$ cat src/rtl/ocd_pkg.sv
// package for the opcode decoder: opcode patterns, field codes, cycle counts
// assumes single-byte opcodes presented by the fetch logic on the processor clock
`default_nettype none
package ocd_pkg;
	// register field codes
	localparam logic [2:0] REG_B   = 3'h0;
	localparam logic [2:0] REG_C   = 3'h1;
	localparam logic [2:0] REG_D   = 3'h2;
	localparam logic [2:0] REG_E   = 3'h3;
	localparam logic [2:0] REG_H   = 3'h4;
	localparam logic [2:0] REG_L   = 3'h5;
	localparam logic [2:0] REG_MEM = 3'h6;
	localparam logic [2:0] REG_A   = 3'h7;
	// pair field codes
	localparam logic [1:0] PAIR_BC = 2'h0;
	localparam logic [1:0] PAIR_DE = 2'h1;
	localparam logic [1:0] PAIR_HL = 2'h2;
	localparam logic [1:0] PAIR_SP = 2'h3;
	// condition codes
	localparam logic [2:0] COND_NZ = 3'h0;
	localparam logic [2:0] COND_Z  = 3'h1;
	localparam logic [2:0] COND_NC = 3'h2;
	localparam logic [2:0] COND_C  = 3'h3;
	localparam logic [2:0] COND_PO = 3'h4;
	localparam logic [2:0] COND_PE = 3'h5;
	localparam logic [2:0] COND_P  = 3'h6;
	localparam logic [2:0] COND_M  = 3'h7;
	// fixed opcodes
	localparam logic [7:0] OP_SWAP_DE_HL   = 8'hEB;
	localparam logic [7:0] OP_LOAD_SP_HL   = 8'hF9;
	localparam logic [7:0] OP_SUB_IMM      = 8'hD6;
	localparam logic [7:0] OP_SBB_IMM      = 8'hDE;
	localparam logic [7:0] OP_AND_IMM      = 8'hE6;
	localparam logic [7:0] OP_XOR_IMM      = 8'hEE;
	localparam logic [7:0] OP_OR_IMM       = 8'hF6;
	localparam logic [7:0] OP_CMP_IMM      = 8'hFE;
	localparam logic [7:0] OP_ROT_LC       = 8'h07;
	localparam logic [7:0] OP_ROT_RC       = 8'h0F;
	localparam logic [7:0] OP_ROT_LT       = 8'h17;
	localparam logic [7:0] OP_ROT_RT       = 8'h1F;
	localparam logic [7:0] OP_JUMP         = 8'hC3;
	localparam logic [7:0] OP_CALL         = 8'hCD;
	localparam logic [7:0] OP_RETURN       = 8'hC9;
	localparam logic [7:0] OP_PORT_IN      = 8'hDB;
	localparam logic [7:0] OP_PORT_OUT     = 8'hD3;
	localparam logic [7:0] OP_INT_ENABLE   = 8'hFB;
	localparam logic [7:0] OP_INT_DISABLE  = 8'hF3;
	localparam logic [7:0] OP_NOP          = 8'h00;
	localparam logic [7:0] OP_HALT         = 8'h76;
	// cycle counts
	localparam logic [4:0] CYC_4  = 5'h04;
	localparam logic [4:0] CYC_5  = 5'h05;
	localparam logic [4:0] CYC_7  = 5'h07;
	localparam logic [4:0] CYC_10 = 5'h0A;
	localparam logic [4:0] CYC_11 = 5'h0B;
	localparam logic [4:0] CYC_17 = 5'h11;
	// flag vector positions: sign, zero, parity, carry
	localparam int FLAG_S = 3;
	localparam int FLAG_Z = 2;
	localparam int FLAG_P = 1;
	localparam int FLAG_C = 0;
	// decoded operation classes
	typedef enum logic [4:0] {
		OPC_NONE     = 5'h00,
		OPC_SWAP     = 5'h01,
		OPC_LDSP     = 5'h02,
		OPC_PUSH     = 5'h03,
		OPC_POP      = 5'h04,
		OPC_DADD     = 5'h05,
		OPC_SUB      = 5'h06,
		OPC_SBB      = 5'h07,
		OPC_AND      = 5'h08,
		OPC_XOR      = 5'h09,
		OPC_OR       = 5'h0A,
		OPC_CMP      = 5'h0B,
		OPC_ROT_LC   = 5'h0C,
		OPC_ROT_RC   = 5'h0D,
		OPC_ROT_LT   = 5'h0E,
		OPC_ROT_RT   = 5'h0F,
		OPC_JUMP     = 5'h10,
		OPC_CALL     = 5'h11,
		OPC_RETURN   = 5'h12,
		OPC_RESTART  = 5'h13,
		OPC_PORT_IN  = 5'h14,
		OPC_PORT_OUT = 5'h15,
		OPC_INT_EN   = 5'h16,
		OPC_INT_DIS  = 5'h17,
		OPC_NOP      = 5'h18,
		OPC_HALT     = 5'h19
	} ocd_op_t;
endpackage
`default_nettype wire

$ cat src/rtl/ocd_cond_eval.sv
// condition evaluator: tells whether a three-bit condition field holds
// assumes flags ordered sign, zero, parity, carry from the same clock domain
`default_nettype none
module ocd_cond_eval
	import ocd_pkg::*;
(
	// condition and flags
	input  wire logic [2:0] i_cond,
	input  wire logic [3:0] i_flags,
	// result
	output logic            o_true
);
	always_comb
	begin
		case (i_cond)
			COND_NZ: o_true = ~i_flags[FLAG_Z];
			COND_Z:  o_true = i_flags[FLAG_Z];
			COND_NC: o_true = ~i_flags[FLAG_C];
			COND_C:  o_true = i_flags[FLAG_C];
			COND_PO: o_true = ~i_flags[FLAG_P];
			COND_PE: o_true = i_flags[FLAG_P];
			COND_P:  o_true = ~i_flags[FLAG_S];
			COND_M:  o_true = i_flags[FLAG_S];
			default: o_true = 1'b0;
		endcase
	end
endmodule
`default_nettype wire

$ cat src/rtl/ocd_decoder.sv
// opcode decoder with per-opcode clock-cycle table
// assumes i_opcode, i_valid and i_flags come from fetch logic on i_clk, so no synchroniser
`default_nettype none
// How it works
// - field codes 000..101 pick B,C,D,E,H,L; 110 memory; 111 accumulator
// - conditional call 11 or 17 cycles, conditional return 5 or 11
// - opcode EB swaps DE with HL in 4 cycles
// - opcode F9 copies HL into stack pointer in 5 cycles
// - 11pp0101 pushes a pair or accumulator-flags word in 11 cycles
// - 11pp0001 pops a pair or accumulator-flags word in 10 cycles
// - 00pp1001 adds BC, DE, HL or SP into HL in 10 cycles
// - subtract and subtract-with-borrow: 4 cycles register, 7 memory
// - immediate subtract and subtract-with-borrow take 7 cycles
// - AND, XOR, OR register with accumulator in 4 cycles
// - logical ops with memory source take 7 cycles
// - compare register 4 cycles, memory 7 cycles
// - immediate AND, XOR, OR take 7 cycles
// - immediate compare takes 7 cycles
// - rotate left and rotate left through carry take 4 cycles
// - rotate right and rotate right through carry take 4 cycles
// - condition field shared by conditional return, jump and call
module ocd_decoder
	import ocd_pkg::*;
(
	// clock and reset
	input  wire logic       i_clk,
	input  wire logic       i_reset_n,
	// opcode from fetch
	input  wire logic       i_valid,
	input  wire logic [7:0] i_opcode,
	input  wire logic [3:0] i_flags,
	// decoded result, one cycle after the opcode is taken
	output logic            o_valid,
	output ocd_op_t         o_op,
	output logic [4:0]      o_cycles,
	output logic [2:0]      o_dest_field,
	output logic [2:0]      o_source_field,
	output logic [1:0]      o_pair,
	output logic            o_memory_operand,
	output logic            o_immediate,
	output logic            o_cond_taken,
	output logic            o_illegal
);
	logic [2:0] dst;
	logic [2:0] src;
	logic [1:0] pair;
	logic       cond_ok;
	ocd_op_t    op_next;
	logic [4:0] cyc_next;
	logic       mem_next;
	logic       imm_next;
	logic       taken_next;
	logic       known_next;

	assign dst  = i_opcode[5:3];
	assign src  = i_opcode[2:0];
	assign pair = i_opcode[5:4];

	// one condition field for returns, jumps and calls
	ocd_cond_eval u_cond (
		.i_cond  (dst),
		.i_flags (i_flags),
		.o_true  (cond_ok)
	);

	always_comb
	begin
		op_next    = OPC_NONE;
		cyc_next   = CYC_4;
		mem_next   = 1'b0;
		imm_next   = 1'b0;
		taken_next = 1'b0;
		known_next = 1'b1;
		if (i_opcode == OP_SWAP_DE_HL)
		begin
			op_next  = OPC_SWAP;
			cyc_next = CYC_4;
		end
		else if (i_opcode == OP_LOAD_SP_HL)
		begin
			op_next  = OPC_LDSP;
			cyc_next = CYC_5;
		end
		else if (i_opcode == OP_JUMP)
		begin
			op_next    = OPC_JUMP;
			cyc_next   = CYC_10;
			taken_next = 1'b1;
		end
		else if (i_opcode == OP_CALL)
		begin
			op_next    = OPC_CALL;
			cyc_next   = CYC_17;
			taken_next = 1'b1;
		end
		else if (i_opcode == OP_RETURN)
		begin
			op_next    = OPC_RETURN;
			cyc_next   = CYC_10;
			taken_next = 1'b1;
		end
		else if (i_opcode == OP_PORT_IN || i_opcode == OP_PORT_OUT)
		begin
			op_next  = (i_opcode == OP_PORT_IN) ? OPC_PORT_IN : OPC_PORT_OUT;
			cyc_next = CYC_10;
			imm_next = 1'b1;
		end
		else if (i_opcode == OP_INT_ENABLE || i_opcode == OP_INT_DISABLE)
		begin
			op_next  = (i_opcode == OP_INT_ENABLE) ? OPC_INT_EN : OPC_INT_DIS;
			cyc_next = CYC_4;
		end
		else if (i_opcode == OP_NOP)
		begin
			op_next  = OPC_NOP;
			cyc_next = CYC_4;
		end
		else if (i_opcode == OP_HALT)
		begin
			op_next  = OPC_HALT;
			cyc_next = CYC_7;
		end
		else if (i_opcode == OP_ROT_LC || i_opcode == OP_ROT_LT)
		begin
			op_next  = (i_opcode == OP_ROT_LC) ? OPC_ROT_LC : OPC_ROT_LT;
			cyc_next = CYC_4;
		end
		else if (i_opcode == OP_ROT_RC || i_opcode == OP_ROT_RT)
		begin
			op_next  = (i_opcode == OP_ROT_RC) ? OPC_ROT_RC : OPC_ROT_RT;
			cyc_next = CYC_4;
		end
		else if (i_opcode == OP_SUB_IMM || i_opcode == OP_SBB_IMM)
		begin
			op_next  = (i_opcode == OP_SUB_IMM) ? OPC_SUB : OPC_SBB;
			cyc_next = CYC_7;
			imm_next = 1'b1;
		end
		else if (i_opcode == OP_AND_IMM || i_opcode == OP_XOR_IMM || i_opcode == OP_OR_IMM)
		begin
			op_next  = (i_opcode == OP_AND_IMM) ? OPC_AND :
				(i_opcode == OP_XOR_IMM) ? OPC_XOR : OPC_OR;
			cyc_next = CYC_7;
			imm_next = 1'b1;
		end
		else if (i_opcode == OP_CMP_IMM)
		begin
			op_next  = OPC_CMP;
			cyc_next = CYC_7;
			imm_next = 1'b1;
		end
		else if (i_opcode[7:6] == 2'h2 && i_opcode[5:4] != 2'h0)
		begin
			// accumulator group from 10010sss upward; memory source costs 3 extra cycles
			mem_next = (src == REG_MEM);
			cyc_next = mem_next ? CYC_7 : CYC_4;
			case (i_opcode[5:3])
				3'h2:    op_next = OPC_SUB;
				3'h3:    op_next = OPC_SBB;
				3'h4:    op_next = OPC_AND;
				3'h5:    op_next = OPC_XOR;
				3'h6:    op_next = OPC_OR;
				3'h7:    op_next = OPC_CMP;
				default: op_next = OPC_NONE;
			endcase
		end
		else if (i_opcode[7:6] == 2'h3 && i_opcode[3:0] == 4'h5)
		begin
			op_next  = OPC_PUSH;
			cyc_next = CYC_11;
		end
		else if (i_opcode[7:6] == 2'h3 && i_opcode[3:0] == 4'h1)
		begin
			op_next  = OPC_POP;
			cyc_next = CYC_10;
		end
		else if (i_opcode[7:6] == 2'h0 && i_opcode[3:0] == 4'h9)
		begin
			op_next  = OPC_DADD;
			cyc_next = CYC_10;
		end
		else if (i_opcode[7:6] == 2'h3 && src == 3'h0)
		begin
			op_next    = OPC_RETURN;
			taken_next = cond_ok;
			cyc_next   = cond_ok ? CYC_11 : CYC_5;
		end
		else if (i_opcode[7:6] == 2'h3 && src == 3'h2)
		begin
			op_next    = OPC_JUMP;
			taken_next = cond_ok;
			cyc_next   = CYC_10;
		end
		else if (i_opcode[7:6] == 2'h3 && src == 3'h4)
		begin
			op_next    = OPC_CALL;
			taken_next = cond_ok;
			cyc_next   = cond_ok ? CYC_17 : CYC_11;
		end
		else if (i_opcode[7:6] == 2'h3 && src == 3'h7)
		begin
			op_next    = OPC_RESTART;
			cyc_next   = CYC_11;
			taken_next = 1'b1;
		end
		else
		begin
			// opcodes outside this group are left to the load and move decoder
			known_next = 1'b0;
		end
	end

	always_ff @(posedge i_clk or negedge i_reset_n)
	begin
		if (!i_reset_n)
		begin
			o_valid   <= 1'b0;
			o_illegal <= 1'b0;
		end
		else
		begin
			o_valid   <= i_valid && known_next;
			o_illegal <= i_valid && !known_next;
		end
	end

	// results hold when no opcode is offered, so downstream may sample late
	always_ff @(posedge i_clk or negedge i_reset_n)
	begin
		if (!i_reset_n)
		begin
			o_op             <= OPC_NONE;
			o_cycles         <= CYC_4;
			o_dest_field     <= REG_B;
			o_source_field   <= REG_B;
			o_pair           <= PAIR_BC;
			o_memory_operand <= 1'b0;
			o_immediate      <= 1'b0;
			o_cond_taken     <= 1'b0;
		end
		else if (i_valid)
		begin
			o_op             <= op_next;
			o_cycles         <= cyc_next;
			o_dest_field     <= dst;
			o_source_field   <= src;
			o_pair           <= pair;
			o_memory_operand <= mem_next;
			o_immediate      <= imm_next;
			o_cond_taken     <= taken_next;
		end
	end

	property p_cond_call;
		@(posedge i_clk) disable iff (!i_reset_n)
		(i_valid && i_opcode[7:6] == 2'h3 && i_opcode[2:0] == 3'h4)
			|=> o_cycles == (o_cond_taken ? CYC_17 : CYC_11)
				&& o_op == OPC_CALL;
	endproperty
	a_cond_call: assert property (p_cond_call) else $error("conditional call count wrong");

	property p_cond_ret;
		@(posedge i_clk) disable iff (!i_reset_n)
		(i_valid && i_opcode[7:6] == 2'h3 && i_opcode[2:0] == 3'h0)
			|=> o_cycles == (o_cond_taken ? CYC_11 : CYC_5) && o_op == OPC_RETURN;
	endproperty
	a_cond_ret: assert property (p_cond_ret) else $error("conditional return count wrong");

	property p_swap;
		@(posedge i_clk) disable iff (!i_reset_n)
		(i_valid && i_opcode == OP_SWAP_DE_HL) |=> o_op == OPC_SWAP && o_cycles == CYC_4;
	endproperty
	a_swap: assert property (p_swap) else $error("swap decode wrong");

	property p_ldsp;
		@(posedge i_clk) disable iff (!i_reset_n)
		(i_valid && i_opcode == OP_LOAD_SP_HL) |=> o_op == OPC_LDSP && o_cycles == CYC_5;
	endproperty
	a_ldsp: assert property (p_ldsp) else $error("stack pointer load wrong");

	property p_push;
		@(posedge i_clk) disable iff (!i_reset_n)
		(i_valid && i_opcode[7:6] == 2'h3 && i_opcode[3:0] == 4'h5)
			|=> o_op == OPC_PUSH && o_cycles == CYC_11 && o_pair == $past(i_opcode[5:4]);
	endproperty
	a_push: assert property (p_push) else $error("push decode wrong");

	property p_pop;
		@(posedge i_clk) disable iff (!i_reset_n)
		(i_valid && i_opcode[7:6] == 2'h3 && i_opcode[3:0] == 4'h1)
			|=> o_op == OPC_POP && o_cycles == CYC_10;
	endproperty
	a_pop: assert property (p_pop) else $error("pop decode wrong");

	property p_dadd;
		@(posedge i_clk) disable iff (!i_reset_n)
		(i_valid && i_opcode[7:6] == 2'h0 && i_opcode[3:0] == 4'h9)
			|=> o_op == OPC_DADD && o_cycles == CYC_10;
	endproperty
	a_dadd: assert property (p_dadd) else $error("double add decode wrong");

	property p_alu_mem;
		@(posedge i_clk) disable iff (!i_reset_n)
		(i_valid && i_opcode[7:6] == 2'h2 && i_opcode[5:4] != 2'h0)
			|=> o_cycles == (o_memory_operand ? CYC_7 : CYC_4)
				&& o_memory_operand == (o_source_field == REG_MEM);
	endproperty
	a_alu_mem: assert property (p_alu_mem) else $error("register group count wrong");

	property p_imm;
		@(posedge i_clk) disable iff (!i_reset_n)
		(i_valid && i_opcode[7:6] == 2'h3 && i_opcode[2:0] == 3'h6 && i_opcode[5:4] != 2'h0)
			|=> o_immediate && o_cycles == CYC_7;
	endproperty
	a_imm: assert property (p_imm) else $error("immediate count wrong");

	property p_rotate;
		@(posedge i_clk) disable iff (!i_reset_n)
		(i_valid && i_opcode[7:5] == 3'h0 && i_opcode[2:0] == 3'h7)
			|=> o_cycles == CYC_4 && o_valid;
	endproperty
	a_rotate: assert property (p_rotate) else $error("rotate count wrong");

	property p_jump;
		@(posedge i_clk) disable iff (!i_reset_n)
		(i_valid && i_opcode[7:6] == 2'h3 && i_opcode[2:0] == 3'h2)
			|=> o_op == OPC_JUMP && o_cycles == CYC_10;
	endproperty
	a_jump: assert property (p_jump) else $error("jump decode wrong");

	property p_halt;
		@(posedge i_clk) disable iff (!i_reset_n)
		(i_valid && i_opcode == OP_HALT) |=> o_op == OPC_HALT && o_cycles == CYC_7;
	endproperty
	a_halt: assert property (p_halt) else $error("halt decode wrong");
endmodule
`default_nettype wire

$ cat config.mk
export PLATFORM = sky130hd
export DESIGN_NAME = ocd_decoder
export DESIGN_NICKNAME = d
export VERILOG_FILES = /design/src/rtl/ocd_pkg.sv /design/src/rtl/ocd_cond_eval.sv /design/src/rtl/ocd_decoder.sv
export SDC_FILE = /design/constraint.sdc
export NUM_CORES = 1
export LEC_CHECK = 0
export ABC_AREA = 1
export BUFFER_PORTS_ARGS = -buffer_cell sky130_fd_sc_hd__buf_2
export CAP_MARGIN = 20
export CORE_ASPECT_RATIO = 1.75
export CORE_UTILIZATION = 53
export DETAILED_ROUTE_END_ITERATION = 10
export GPL_TIMING_DRIVEN = 1
export PLACE_DENSITY = 0.81
export SYNTH_ARGS = -nofsm -noshare
export SYNTH_HDL_FRONTEND = slang
export SYNTH_SLANG_ARGS = --single-unit
$ cat constraint.sdc
create_clock -name i_clk -period 1.35 [get_ports i_clk]
set_clock_uncertainty 0.2 [all_clocks]
set_input_delay 0.3375 -clock i_clk [delete_from_list [all_inputs] [get_ports i_clk]]
set_output_delay 0.3375 -clock i_clk [all_outputs]
set_load 0.05 [all_outputs]
==> PnR_summary.wiki, run 1 <==
{| class="wikitable"
! Metric !! Value
|-
| Clk Tree Root Cell || sky130_fd_sc_hd__clkbuf_8
|-
| Row count || 25
|-
| CTS Hold Bufs || 1
|-
| Last stage || 4_1_cts
|-
| Outcome || stopped before the end
|-
| Number of unique standard cell types used by synthesis || 33
|-
| Placer congestion estimate || 0.938
|-
| Average size of a mapped cell || between 6 and 7 µm²
|-
| Depth of the CTS H-tree || 1
|-
| Number of buffers inserted during clock tree synthesis || 3
|-
| Port Buf Inserts || 37
|-
| DP HPWL || slightly below 4000 µm
|-
| Number of warnings reported in the yosys synthesis log || 0
|-
| Post-CTS setup buffers || 19
|-
| Y dimension of the die || 73.7 µm
|-
| Resized cells post-CTS || about 160
|-
| Number of buffers on the longest clock path || 2
|-
| Clock tree sinks || 21
|-
| Number of synthesized register bits || 21
|-
| Cell area after synthesis || 0.00156 mm²
|-
| Fraction of registers with async set or reset after synthesis || 100%
|-
| Sequential area share after synthesis || 33.8%
|-
| Ports || 38
|-
| Initial standard-cell utilization of the core || 56.6%
|-
| Horizontal die dimension || 43 µm
|-
| Error message || [ERROR DPL-0038] Utilization greater than 100%, impossible to legalize
|-
| Count of mapped cells out of synthesis || 235
|-
| Post-synth EDFFs || 0
|-
| Syn_nets || 250
|-
| Most instantiated flip-flop cell in the synthesis netlist || sky130_fd_sc_hd__dfrtp_1
|}
Yosys cell counts (2+ instances only):
| master | instances | area share [%] |
|---|---|---|
| sky130_fd_sc_hd__nand2_1 | 69 | 17 |
| sky130_fd_sc_hd__clkbuf_1 | 3 | 0.72 |
| sky130_fd_sc_hd__a21o_1 | 3 | 1.4 |
| sky130_fd_sc_hd__nor2_1 | 29 | 7.0 |
| sky130_fd_sc_hd__nand4_1 | 9 | 3.6 |
| sky130_fd_sc_hd__nor2_2 | 3 | 1.2 |
| sky130_fd_sc_hd__buf_4 | 2 | 0.96 |
| sky130_fd_sc_hd__nor3_2 | 3 | 1.9 |
| sky130_fd_sc_hd__nor3_1 | 5 | 1.6 |
| sky130_fd_sc_hd__dfrtp_1 | 20 | 32 |
| sky130_fd_sc_hd__inv_2 | 5 | 1.2 |
| sky130_fd_sc_hd__o21ai_0 | 11 | 3.5 |
| sky130_fd_sc_hd__nand3_1 | 13 | 4.2 |
| sky130_fd_sc_hd__nor4_1 | 2 | 0.80 |
| sky130_fd_sc_hd__a21oi_1 | 5 | 1.6 |
| sky130_fd_sc_hd__inv_1 | 33 | 7.9 |
| sky130_fd_sc_hd__nand2_4 | 4 | 2.9 |
kinds of logic after synthesis:
kind of cell | after synthesis | synth area share [%]
AO/OA/AOI/OAI | 26 | 10.7
buffers and inverters | 45 | 12.0
flip-flops | 21 | 33.8
AND/OR/NAND/NOR | 143 | 43.6
stage by stage:
stage                     setup slack, ns  std cells  setup TNS [ns]  area [µm²]
after detailed placement           -0.612        342           -6.93        2190
after global placement             -0.504        342           -6.32        2190
after floorplan                    -0.275        235           -2.10        1640
==> run 2: changes to the inputs <==
CORE_ASPECT_RATIO = default   (was 1.75)
CORE_UTILIZATION = 40   (was 53)
PLACE_DENSITY = default   (was 0.81)
PLACE_DENSITY_LB_ADDON = 0.15   (was default)
==> PnR_summary.wiki, run 2 <==
{| class="wikitable"
! Metric !! Value
|-
| Outcome || complete, but fails checks
|-
| Violations in the final reports || setup timing
|-
| Crit path top cell by count || sky130_fd_sc_hd__nand2_1
|-
| First-pass GRT wire length || 8600 µm
|-
| Largest registers || o_cycles: 5 flops, o_op: 5 flops
|-
| Area of the core || ~0.0037 mm²
|-
| Leakage || 1.64 nW
|-
| Cell Pwr Density || 689 mW/mm²
|-
| Remaining max-slew budget at the tightest pin || between 60% and 70%
|-
| Final number of hold-violating endpoints || 0
|-
| Measured slew at the worst slew-check pin || roughly 0.48 ns
|-
| Fraction of registers with async set or reset after synthesis || 100% (unchanged)
|-
| Most instantiated flip-flop cell in the synthesis netlist || sky130_fd_sc_hd__dfrtp_1
|-
| Path class of the lowest-slack min-delay path || in2reg
|-
| Number of buffers on the longest clock path || 2 (unchanged)
|-
| Highest ir drop seen on vdd || 0.482 mV
|-
| Post-layout min period || 1.68 ns
|-
| Setup Viol. Count Final || 35
|-
| Pins over their slew limit || 0
|-
| Setup crit end kind || flop
|-
| Cell with the most instances after synthesis || sky130_fd_sc_hd__nand2_1
|-
| Worst path setup slack after routing || -0.327 ns
|-
| Y dimension of the die || 64.4 µm (-13%)
|-
| Clock input transition at the sequential cells of the worst setup and hold paths || 0.08 ns
|-
| Post-synth EDFFs || 0 (unchanged)
|-
| Setup repair after global routing missed its margin || yes
|-
| Number of synthesized register bits || 21 (unchanged)
|-
| Syn_nets || 250 (unchanged)
|-
| Fraction of synthesized cell area taken by the top area cell type || 32.1% (unchanged)
|-
| Element type at the critical path start || primary input
|-
| Average size of a mapped cell || 6.63 µm² (unchanged)
|-
| Horizontal die dimension || 64.4 µm (+50%)
|-
| Number of antenna cells inserted || 0
|-
| Kind of critical path || in2reg
|-
| Number of unique standard cell types used by synthesis || 33 (unchanged)
|-
| Summed negative setup slack over all endpoints || -2.75 ns
|-
| Commonest cells in the netlist || sky130_fd_sc_hd__nand2_1 (69), sky130_fd_sc_hd__inv_1 (33), sky130_fd_sc_hd__nor2_1 (29)
|-
| Largest net degree at the start of global routing || 28
|-
| Count of vias placed by the detailed router || around 2,100
|-
| Total instance count after detailed placement || 360 (+5.3%)
|-
| Clk Latency, worst-skew pair || 0.27 ns
|-
| Clock tree sinks || 21 (unchanged)
|-
| Max-cap violation count || 0
|-
| Dominant cell type by area after synthesis || sky130_fd_sc_hd__dfrtp_1
|-
| First-pass detailed-route iteration total || 5
|-
| Placer congestion estimate || 0.898 (-4.2%)
|-
| Total global routing track utilization || a little over a quarter
|-
| Row count || 22 (-12%)
|-
| Depth of the CTS H-tree || 1 (unchanged)
|-
| Final Instance Count excl. Fillers || 393
|-
| Clk Tree Root Cell || sky130_fd_sc_hd__clkbuf_8
|-
| Number of warnings reported in the yosys synthesis log || 0 (unchanged)
|-
| Final Cycle Share || 124%
|-
| Biggest fanout along the worst timing path || 4
|-
| DP HPWL || 3580 µm (-7.6%)
|-
| Initial standard-cell utilization of the core || 42.3% (-14 points)
|-
| Signal arrival time at the worst endpoint || 1.64 ns
|-
| Main area contributors after synthesis || sky130_fd_sc_hd__dfrtp_1 (32%), sky130_fd_sc_hd__nand2_1 (17%), sky130_fd_sc_hd__inv_1 (7.9%)
|-
| Top achievable clock speed || 596 MHz
|-
| Number of buffers inserted during clock tree synthesis || 3 (unchanged)
|-
| Number of antenna violations at the first check in global routing || 0
|-
| DRC Markers || 0
|-
| Critical path required time || 1.31 ns
|-
| Cell area after synthesis || 0.00156 mm² (unchanged)
|-
| Critical-path cell list || buf_8, nand2_8, buf_8, nor2_4, nand2_1, nand2_2, nor2_4, inv_2, nor2_2, nand2_1, nand2_2, nand4_1, o21bai_1, nand2_1
|-
| Detailed-route wire length per cell || 15.7 µm
|-
| Port Buf Inserts || 37 (unchanged)
|-
| Count of mapped cells out of synthesis || 235 (unchanged)
|-
| Final Routed Wirelength || 6180 µm
|-
| Post-route antenna net violation count || 0
|-
| Internal reg-to-reg setup slack || 0.23 ns
|-
| DIE AREA || between 0.004 and 0.005 mm²
|-
| Slowest stage delay, CP || 0.17 ns
|-
| Fraction of the core area covered by cells at the end of the flow || 82.2%
|-
| Ratio of cells with drive above 1 in the final layout || 61.2%
|-
| Area growth from synthesis to layout || 94.5%
|-
| Buffers and inverters on the worst path || 3
|-
| Vias in the first global route || around 1,800
|-
| Number of DRC markers in iteration 0 || 200
|-
| Sequential area share after synthesis || 33.8% (unchanged)
|-
| Cell with the largest stage delay on the worst path || sky130_fd_sc_hd__o21bai_1
|-
| Leading cell type in the layout, fill and taps excluded || sky130_fd_sc_hd__buf_4
|-
| Cell family with the largest share of critical-path delay || simple AND/OR/NAND/NOR gates
|-
| Ports || 38 (unchanged)
|-
| Global route overflow || 0
|-
| Vias per std cell || around 5.3
|-
| Layout net count || around 360
|-
| TritonCTS clock tree || yes
|-
| Leading cell types in the layout, fill and taps excluded || sky130_fd_sc_hd__buf_4 (63), sky130_fd_sc_hd__nand2_1 (49), sky130_fd_sc_hd__buf_6 (35)
|}
## run 2: through the flow
step / setup slack, ns / hold slack [ns] / instance area (µm²) / power, W
2_1_floorplan: -0.275 / -0.158 / 1640 / 0.00115
3_3_place_gp: -0.540 / 0.120 / 2180 / 0.00136
3_5_place_dp: -0.532 / 0.125 / 2180 / 0.00136
4_1_cts: -0.228 / 0.149 / 2770 / 0.00198
5_1_grt: -0.343 / 0.190 / 3030 / 0.00216
6_report: -0.327 / 0.150 / 3030 / 0.00209
## run 2: where the power goes
part	internal (W)	leakage [nW]	switching, W
clock network	0.000206	0.0255	0.000230
logic	0.000378	1.35	0.000550
registers	0.000685	0.268	0.0000402
total	0.00127	1.64	0.000821
## run 2: worst min-delay path, stage by stage
cell and delay (ns):
sky130_fd_sc_hd__buf_2 0.11, sky130_fd_sc_hd__clkinv_1 0.08, sky130_fd_sc_hd__o41ai_1 0.09
## run 2: timing repair
| action | 4_1_cts | 5_1_grt |
|---|---|---|
| resized for setup | 121 | 57 |
| buffers inserted | 18 | 11 |
| hold buffers | 1 | 0 |
| endpoints found under the setup margin | 38 | 37 |
| pin swaps | 29 | 36 |
| hold endpoints to repair | 20 | 0 |
## run 2: final cells by class
type                    count  area [µm²]
multi-input cells         169        1200
repair buffers            112        1020
fillers                   218         656
flip-flops and latches     21         529
inverters                  39         179
well taps                  48        60.1
clock buffers               3        41.3
clock inverters             1        5.00
## run 2: per-layer routing
metal  routed length, µm  GRT usage, %  share of wire, %  vias up
met3                 320          2.11               5.2       19
met5                   0             0                 0        -
met1                2630          36.4                42      997
met2                3080          45.8                50      105
met4                 155          7.78               2.5        0
li1                    -             -                 -      977
## run 2: worst paths after layout
path | to | cells after the start | startpoint
min in group asynchronous | o_cycles[4] | 2 | i_reset_n
max | o_cycles[1] | 14 | i_opcode[7]
max reg2reg | o_op[2] | 3 | o_op[2]
min reg2reg | o_immediate | 1 | o_immediate
max in group asynchronous | o_dest_field[2] | 2 | i_reset_n
min | o_cycles[2] | 3 | i_valid
## run 2: kinds of logic after synthesis
| logic type | synth area share [%] |
|---|---|
| DFF | 33.8 |
| AOI/OAI and AO/OA | 10.7 |
| buffers and inverters | 12.0 |
| and+or+nand+nor | 43.6 |
Note: power is estimated with default switching activity, not from simulation.
==> run 3: changes to the inputs <==
SYNTH_HIERARCHICAL = 1   (was default)
==> PnR_summary.wiki, run 3 <==
{| class="wikitable"
! Metric !! Value
|-
| Placer congestion estimate || 0.921 (+2.5%)
|-
| Cell with the largest stage delay on the worst path || sky130_fd_sc_hd__nor2_1
|-
| RR Startpoint || o_op[0]
|-
| Count of mapped cells out of synthesis || 245 (+4.3%)
|-
| Area growth from synthesis to layout || 98.4%
|-
| Number of synthesized register bits || 21 (unchanged)
|-
| Leading cell types in the layout, fill and taps excluded || sky130_fd_sc_hd__nand2_1 (62), sky130_fd_sc_hd__buf_4 (57), sky130_fd_sc_hd__buf_6 (38)
|-
| Signal arrival time at the worst endpoint || 1.49 ns (-0.15 ns)
|-
| Row count || 22 (unchanged)
|-
| Number of antenna violations at the first check in global routing || 0 (unchanged)
|-
| Ratio of cells with drive above 1 in the final layout || 61.3% (+0.094 points)
|-
| Violations in the final reports || setup timing
|-
| Total global routing track utilization || 27.7% (+0.81 points)
|-
| Fraction of registers with async set or reset after synthesis || 100% (unchanged)
|-
| Worst Hold Path EP || o_immediate
|-
| DIE AREA || 0.00411 mm² (-1.1%)
|-
| Outcome || complete, but fails checks
|-
| Average size of a mapped cell || 6.29 µm² (-5.2%)
|-
| Fraction of synthesized cell area taken by the top area cell type || 32.5% (+0.36 points)
|-
| Met3 Routed Length || 338 µm (+5.6%)
|-
| Clk Tree Root Cell || sky130_fd_sc_hd__clkbuf_8
|-
| Number of unique standard cell types used by synthesis || 28 (-15%)
|-
| Fraction of the core area covered by cells at the end of the flow || 82.9% (+0.68 points)
|-
| Setup crit end kind || flop
|-
| Area of the multi-input gates || 0.00122 mm² (+2.2%)
|-
| Internal reg-to-reg setup slack || 0.28 ns (+0.05 ns)
|-
| Slowest stage delay, CP || 0.15 ns (-0.02 ns)
|-
| Fillers || 216 (-0.92%)
|-
| Final Cycle Share || 113% (-11 points)
|-
| Area of the core || 0.00369 mm² (unchanged)
|-
| TritonCTS clock tree || yes
|-
| Largest registers || o_cycles: 5 flops, o_op: 5 flops
|-
| Cell family with the largest share of critical-path delay || simple AND/OR/NAND/NOR gates
|-
| Clk Latency, worst-skew pair || 0.26 ns (about the same)
|-
| Critical-path cell list || buf_8, nand2_8, buf_6, nor2_4, nand2_4, o21ai_4, nor2_2, nand4_1, nor2_1, nand3_1, nand2_1, nand2_1
|-
| Kind of critical path || in2reg
|-
| Capture instance of the worst register-to-register path || o_op[0]
|-
| Post-layout min period || 1.53 ns (-0.151 ns)
|-
| Top achievable clock speed || 655 MHz (+9.9%)
|-
| Post-route standard cell area excluding fillers || 0.00306 mm² (+0.82%)
|-
| DP HPWL || 3840 µm (+7.4%)
|-
| Highest ir drop seen on vdd || 0.489 mV (+1.3%)
|-
| Cell Pwr Density || 689 mW/mm² (about the same)
|-
| Critical path required time || 1.31 ns (about the same)
|-
| Main area contributors after synthesis || sky130_fd_sc_hd__dfrtp_1 (32%), sky130_fd_sc_hd__nand2_1 (20%), sky130_fd_sc_hd__nor2_1 (8.0%)
|-
| Count of vias placed by the detailed router || 2,089 (-0.43%)
|-
| Vias in the first global route || 1,940 (+6.1%)
|-
| Largest net degree at the start of global routing || 22 (-21%)
|-
| Detailed-route wire length per cell || 15.7 µm (-0.50%)
|-
| Number of DRC markers in iteration 0 || 136 (-32%)
|-
| Final Routed Wirelength || 6250 µm (+1.0%)
|-
| Depth of the CTS H-tree || 1 (unchanged)
|-
| Commonest cells in the netlist || sky130_fd_sc_hd__nand2_1 (82), sky130_fd_sc_hd__nor2_1 (33), sky130_fd_sc_hd__inv_1 (27)
|-
| Y dimension of the die || 64.1 µm (-0.54%)
|-
| Number of antenna cells inserted || 0 (unchanged)
|-
| Pins over their slew limit || 0 (unchanged)
|-
| Global route overflow || 0 (unchanged)
|-
| Top layer reached by signal wires || met4
|-
| Syn_nets || 260 (+4.0%)
|-
| Path class of the lowest-slack min-delay path || in2reg
|-
| Post-route antenna net violation count || 0 (unchanged)
|-
| Leading cell type in the layout, fill and taps excluded || sky130_fd_sc_hd__nand2_1
|-
| Summed negative setup slack over all endpoints || -2.09 ns (+0.659 ns)
|-
| Max-cap violation count || 0 (unchanged)
|-
| Met2 wirelength from detailed routing || 3150 µm (+2.3%)
|-
| Min-Delay Path Depth || 3 (unchanged)
|-
| FF+latch area || 529 µm² (unchanged)
|-
| Sequential area share after synthesis || 34.2% (+0.38 points)
|-
| Horizontal die dimension || 64.1 µm (-0.54%)
|-
| Cell area after synthesis || 0.00154 mm² (-1.1%)
|-
| Total placed instance area || 0.00218 mm² (about the same)
|-
| Initial standard-cell utilization of the core || 41.8% (-0.47 points)
|-
| Vias per std cell || 5.24 (-1.9%)
|-
| Clock tree sinks || 21 (unchanged)
|-
| Cell with the most instances after synthesis || sky130_fd_sc_hd__nand2_1
|-
| Layout net count || 367 (+1.7%)
|-
| Number of warnings reported in the yosys synthesis log || 6 (+6)
|-
| Final number of hold-violating endpoints || 0 (unchanged)
|-
| Port Buf Inserts || 37 (unchanged)
|-
| Crit path top cell by count || sky130_fd_sc_hd__nand2_1
|-
| Most instantiated flip-flop cell in the synthesis netlist || sky130_fd_sc_hd__dfrtp_1
|-
| Remaining max-slew budget at the tightest pin || 65.9% (-1.9 points)
|-
| Hold Path Origin || i_valid
|-
| Clock input transition at the sequential cells of the worst setup and hold paths || 0.09 ns (about the same)
|-
| Ports || 38 (unchanged)
|-
| Biggest fanout along the worst timing path || 5 (+1)
|-
| Number of buffers inserted during clock tree synthesis || 3 (unchanged)
|-
| Post-synth EDFFs || 0 (unchanged)
|-
| Setup Viol. Count Final || 32 (-8.6%)
|-
| Dominant cell type by area after synthesis || sky130_fd_sc_hd__dfrtp_1
|-
| Leakage || 1.60 nW (-2.4%)
|-
| Wire length on met1 || 2510 µm (-4.4%)
|-
| Number of buffers on the longest clock path || 2 (unchanged)
|-
| Element type at the critical path start || primary input
|-
| First-pass detailed-route iteration total || 4 (-1)
|-
| Measured slew at the worst slew-check pin || 0.511 ns (+0.0291 ns)
|-
| Setup repair after global routing missed its margin || yes
|-
| DRC Markers || 0 (unchanged)
|-
| Buffers and inverters on the worst path || 2 (-1)
|-
| Worst path setup slack after routing || -0.177 ns (+0.151 ns)
|-
| Depth of the worst register-to-register path || 3 (unchanged)
|-
| First-pass GRT wire length || 8740 µm (+1.6%)
|}
[run 3: worst min-delay path, stage by stage]
cell	delay, ns
sky130_fd_sc_hd__buf_2	0.13
sky130_fd_sc_hd__o21ai_0	0.07
sky130_fd_sc_hd__nand2_1	0.05
[run 3: cell families after synthesis]
logic type             synth area share (%)
and+or+nand+nor                        46.1
buffers and inverters                  10.6
AOI/OAI and AO/OA                      9.17
DFF                                    34.2
[run 3: through the flow]
| stage | hold slack, ns | total power, W | setup WS (ns) | cells |
|---|---|---|---|---|
| after floorplan | -0.158 | 0.00114 | -0.199 | 245 |
| after global placement | 0.117 | 0.00137 | -0.643 | 372 |
| after detailed placement | 0.128 | 0.00137 | -0.615 | 372 |
| after CTS | 0.155 | 0.00198 | -0.148 | 390 |
| after global routing | 0.180 | 0.00218 | -0.301 | 399 |
| final | 0.155 | 0.00211 | -0.177 | 399 |
[run 3: worst max path at each step]
| stage | depth (start not counted) | endpoint | startpoint | slack, ns |
|---|---|---|---|---|
| 2_1_floorplan | 15 | o_cycles[1] | i_flags[3] | -0.20 |
| 3_3_place_gp | 12 | o_cycles[0] | i_opcode[4] | -0.64 |
| 3_5_place_dp | 12 | o_cycles[0] | i_opcode[4] | -0.62 |
| 4_1_cts | 12 | o_cycles[0] | i_opcode[4] | -0.15 |
| 5_1_grt | 16 | o_cycles[1] | i_opcode[4] | -0.30 |
| 6_report | 12 | o_cycles[0] | i_opcode[7] | -0.18 |
[run 3: cell type report]
class,instances,share of cell area (%)
multi-input combinational,185,40.0
inverter,32,5.28
timing repair buffer,109,34.0
clock inverter,1,0.164
tap,48,1.96
clock buffer,3,1.35
sequential,21,17.3
[run 3: power by group]
part	total [W]	switching (W)	internal [W]
Sequential	0.000724	0.0000398	0.000684
Combinational	0.000942	0.000551	0.000392
Clock	0.000439	0.000233	0.000206
Total	0.00211	0.000823	0.00128
[run 3: timing repair]
item / in CTS / in global routing
hold buffers: 1 / 0
endpoints found under the hold margin: 20 / 0
pin swaps: 22 / 35
setup buffers: 13 / 9
gates resized for setup: 119 / 67
setup endpoints to repair: 37 / 36
[run 3: per-layer routing]
| layer | vias up | track usage [%] |
|---|---|---|
| met2 | 93 | 49.9 |
| met1 | 978 | 32.9 |
| li1 | 987 | - |
| met3 | 31 | 3.21 |
| met5 | - | 0 |
| met4 | 0 | 11.9 |
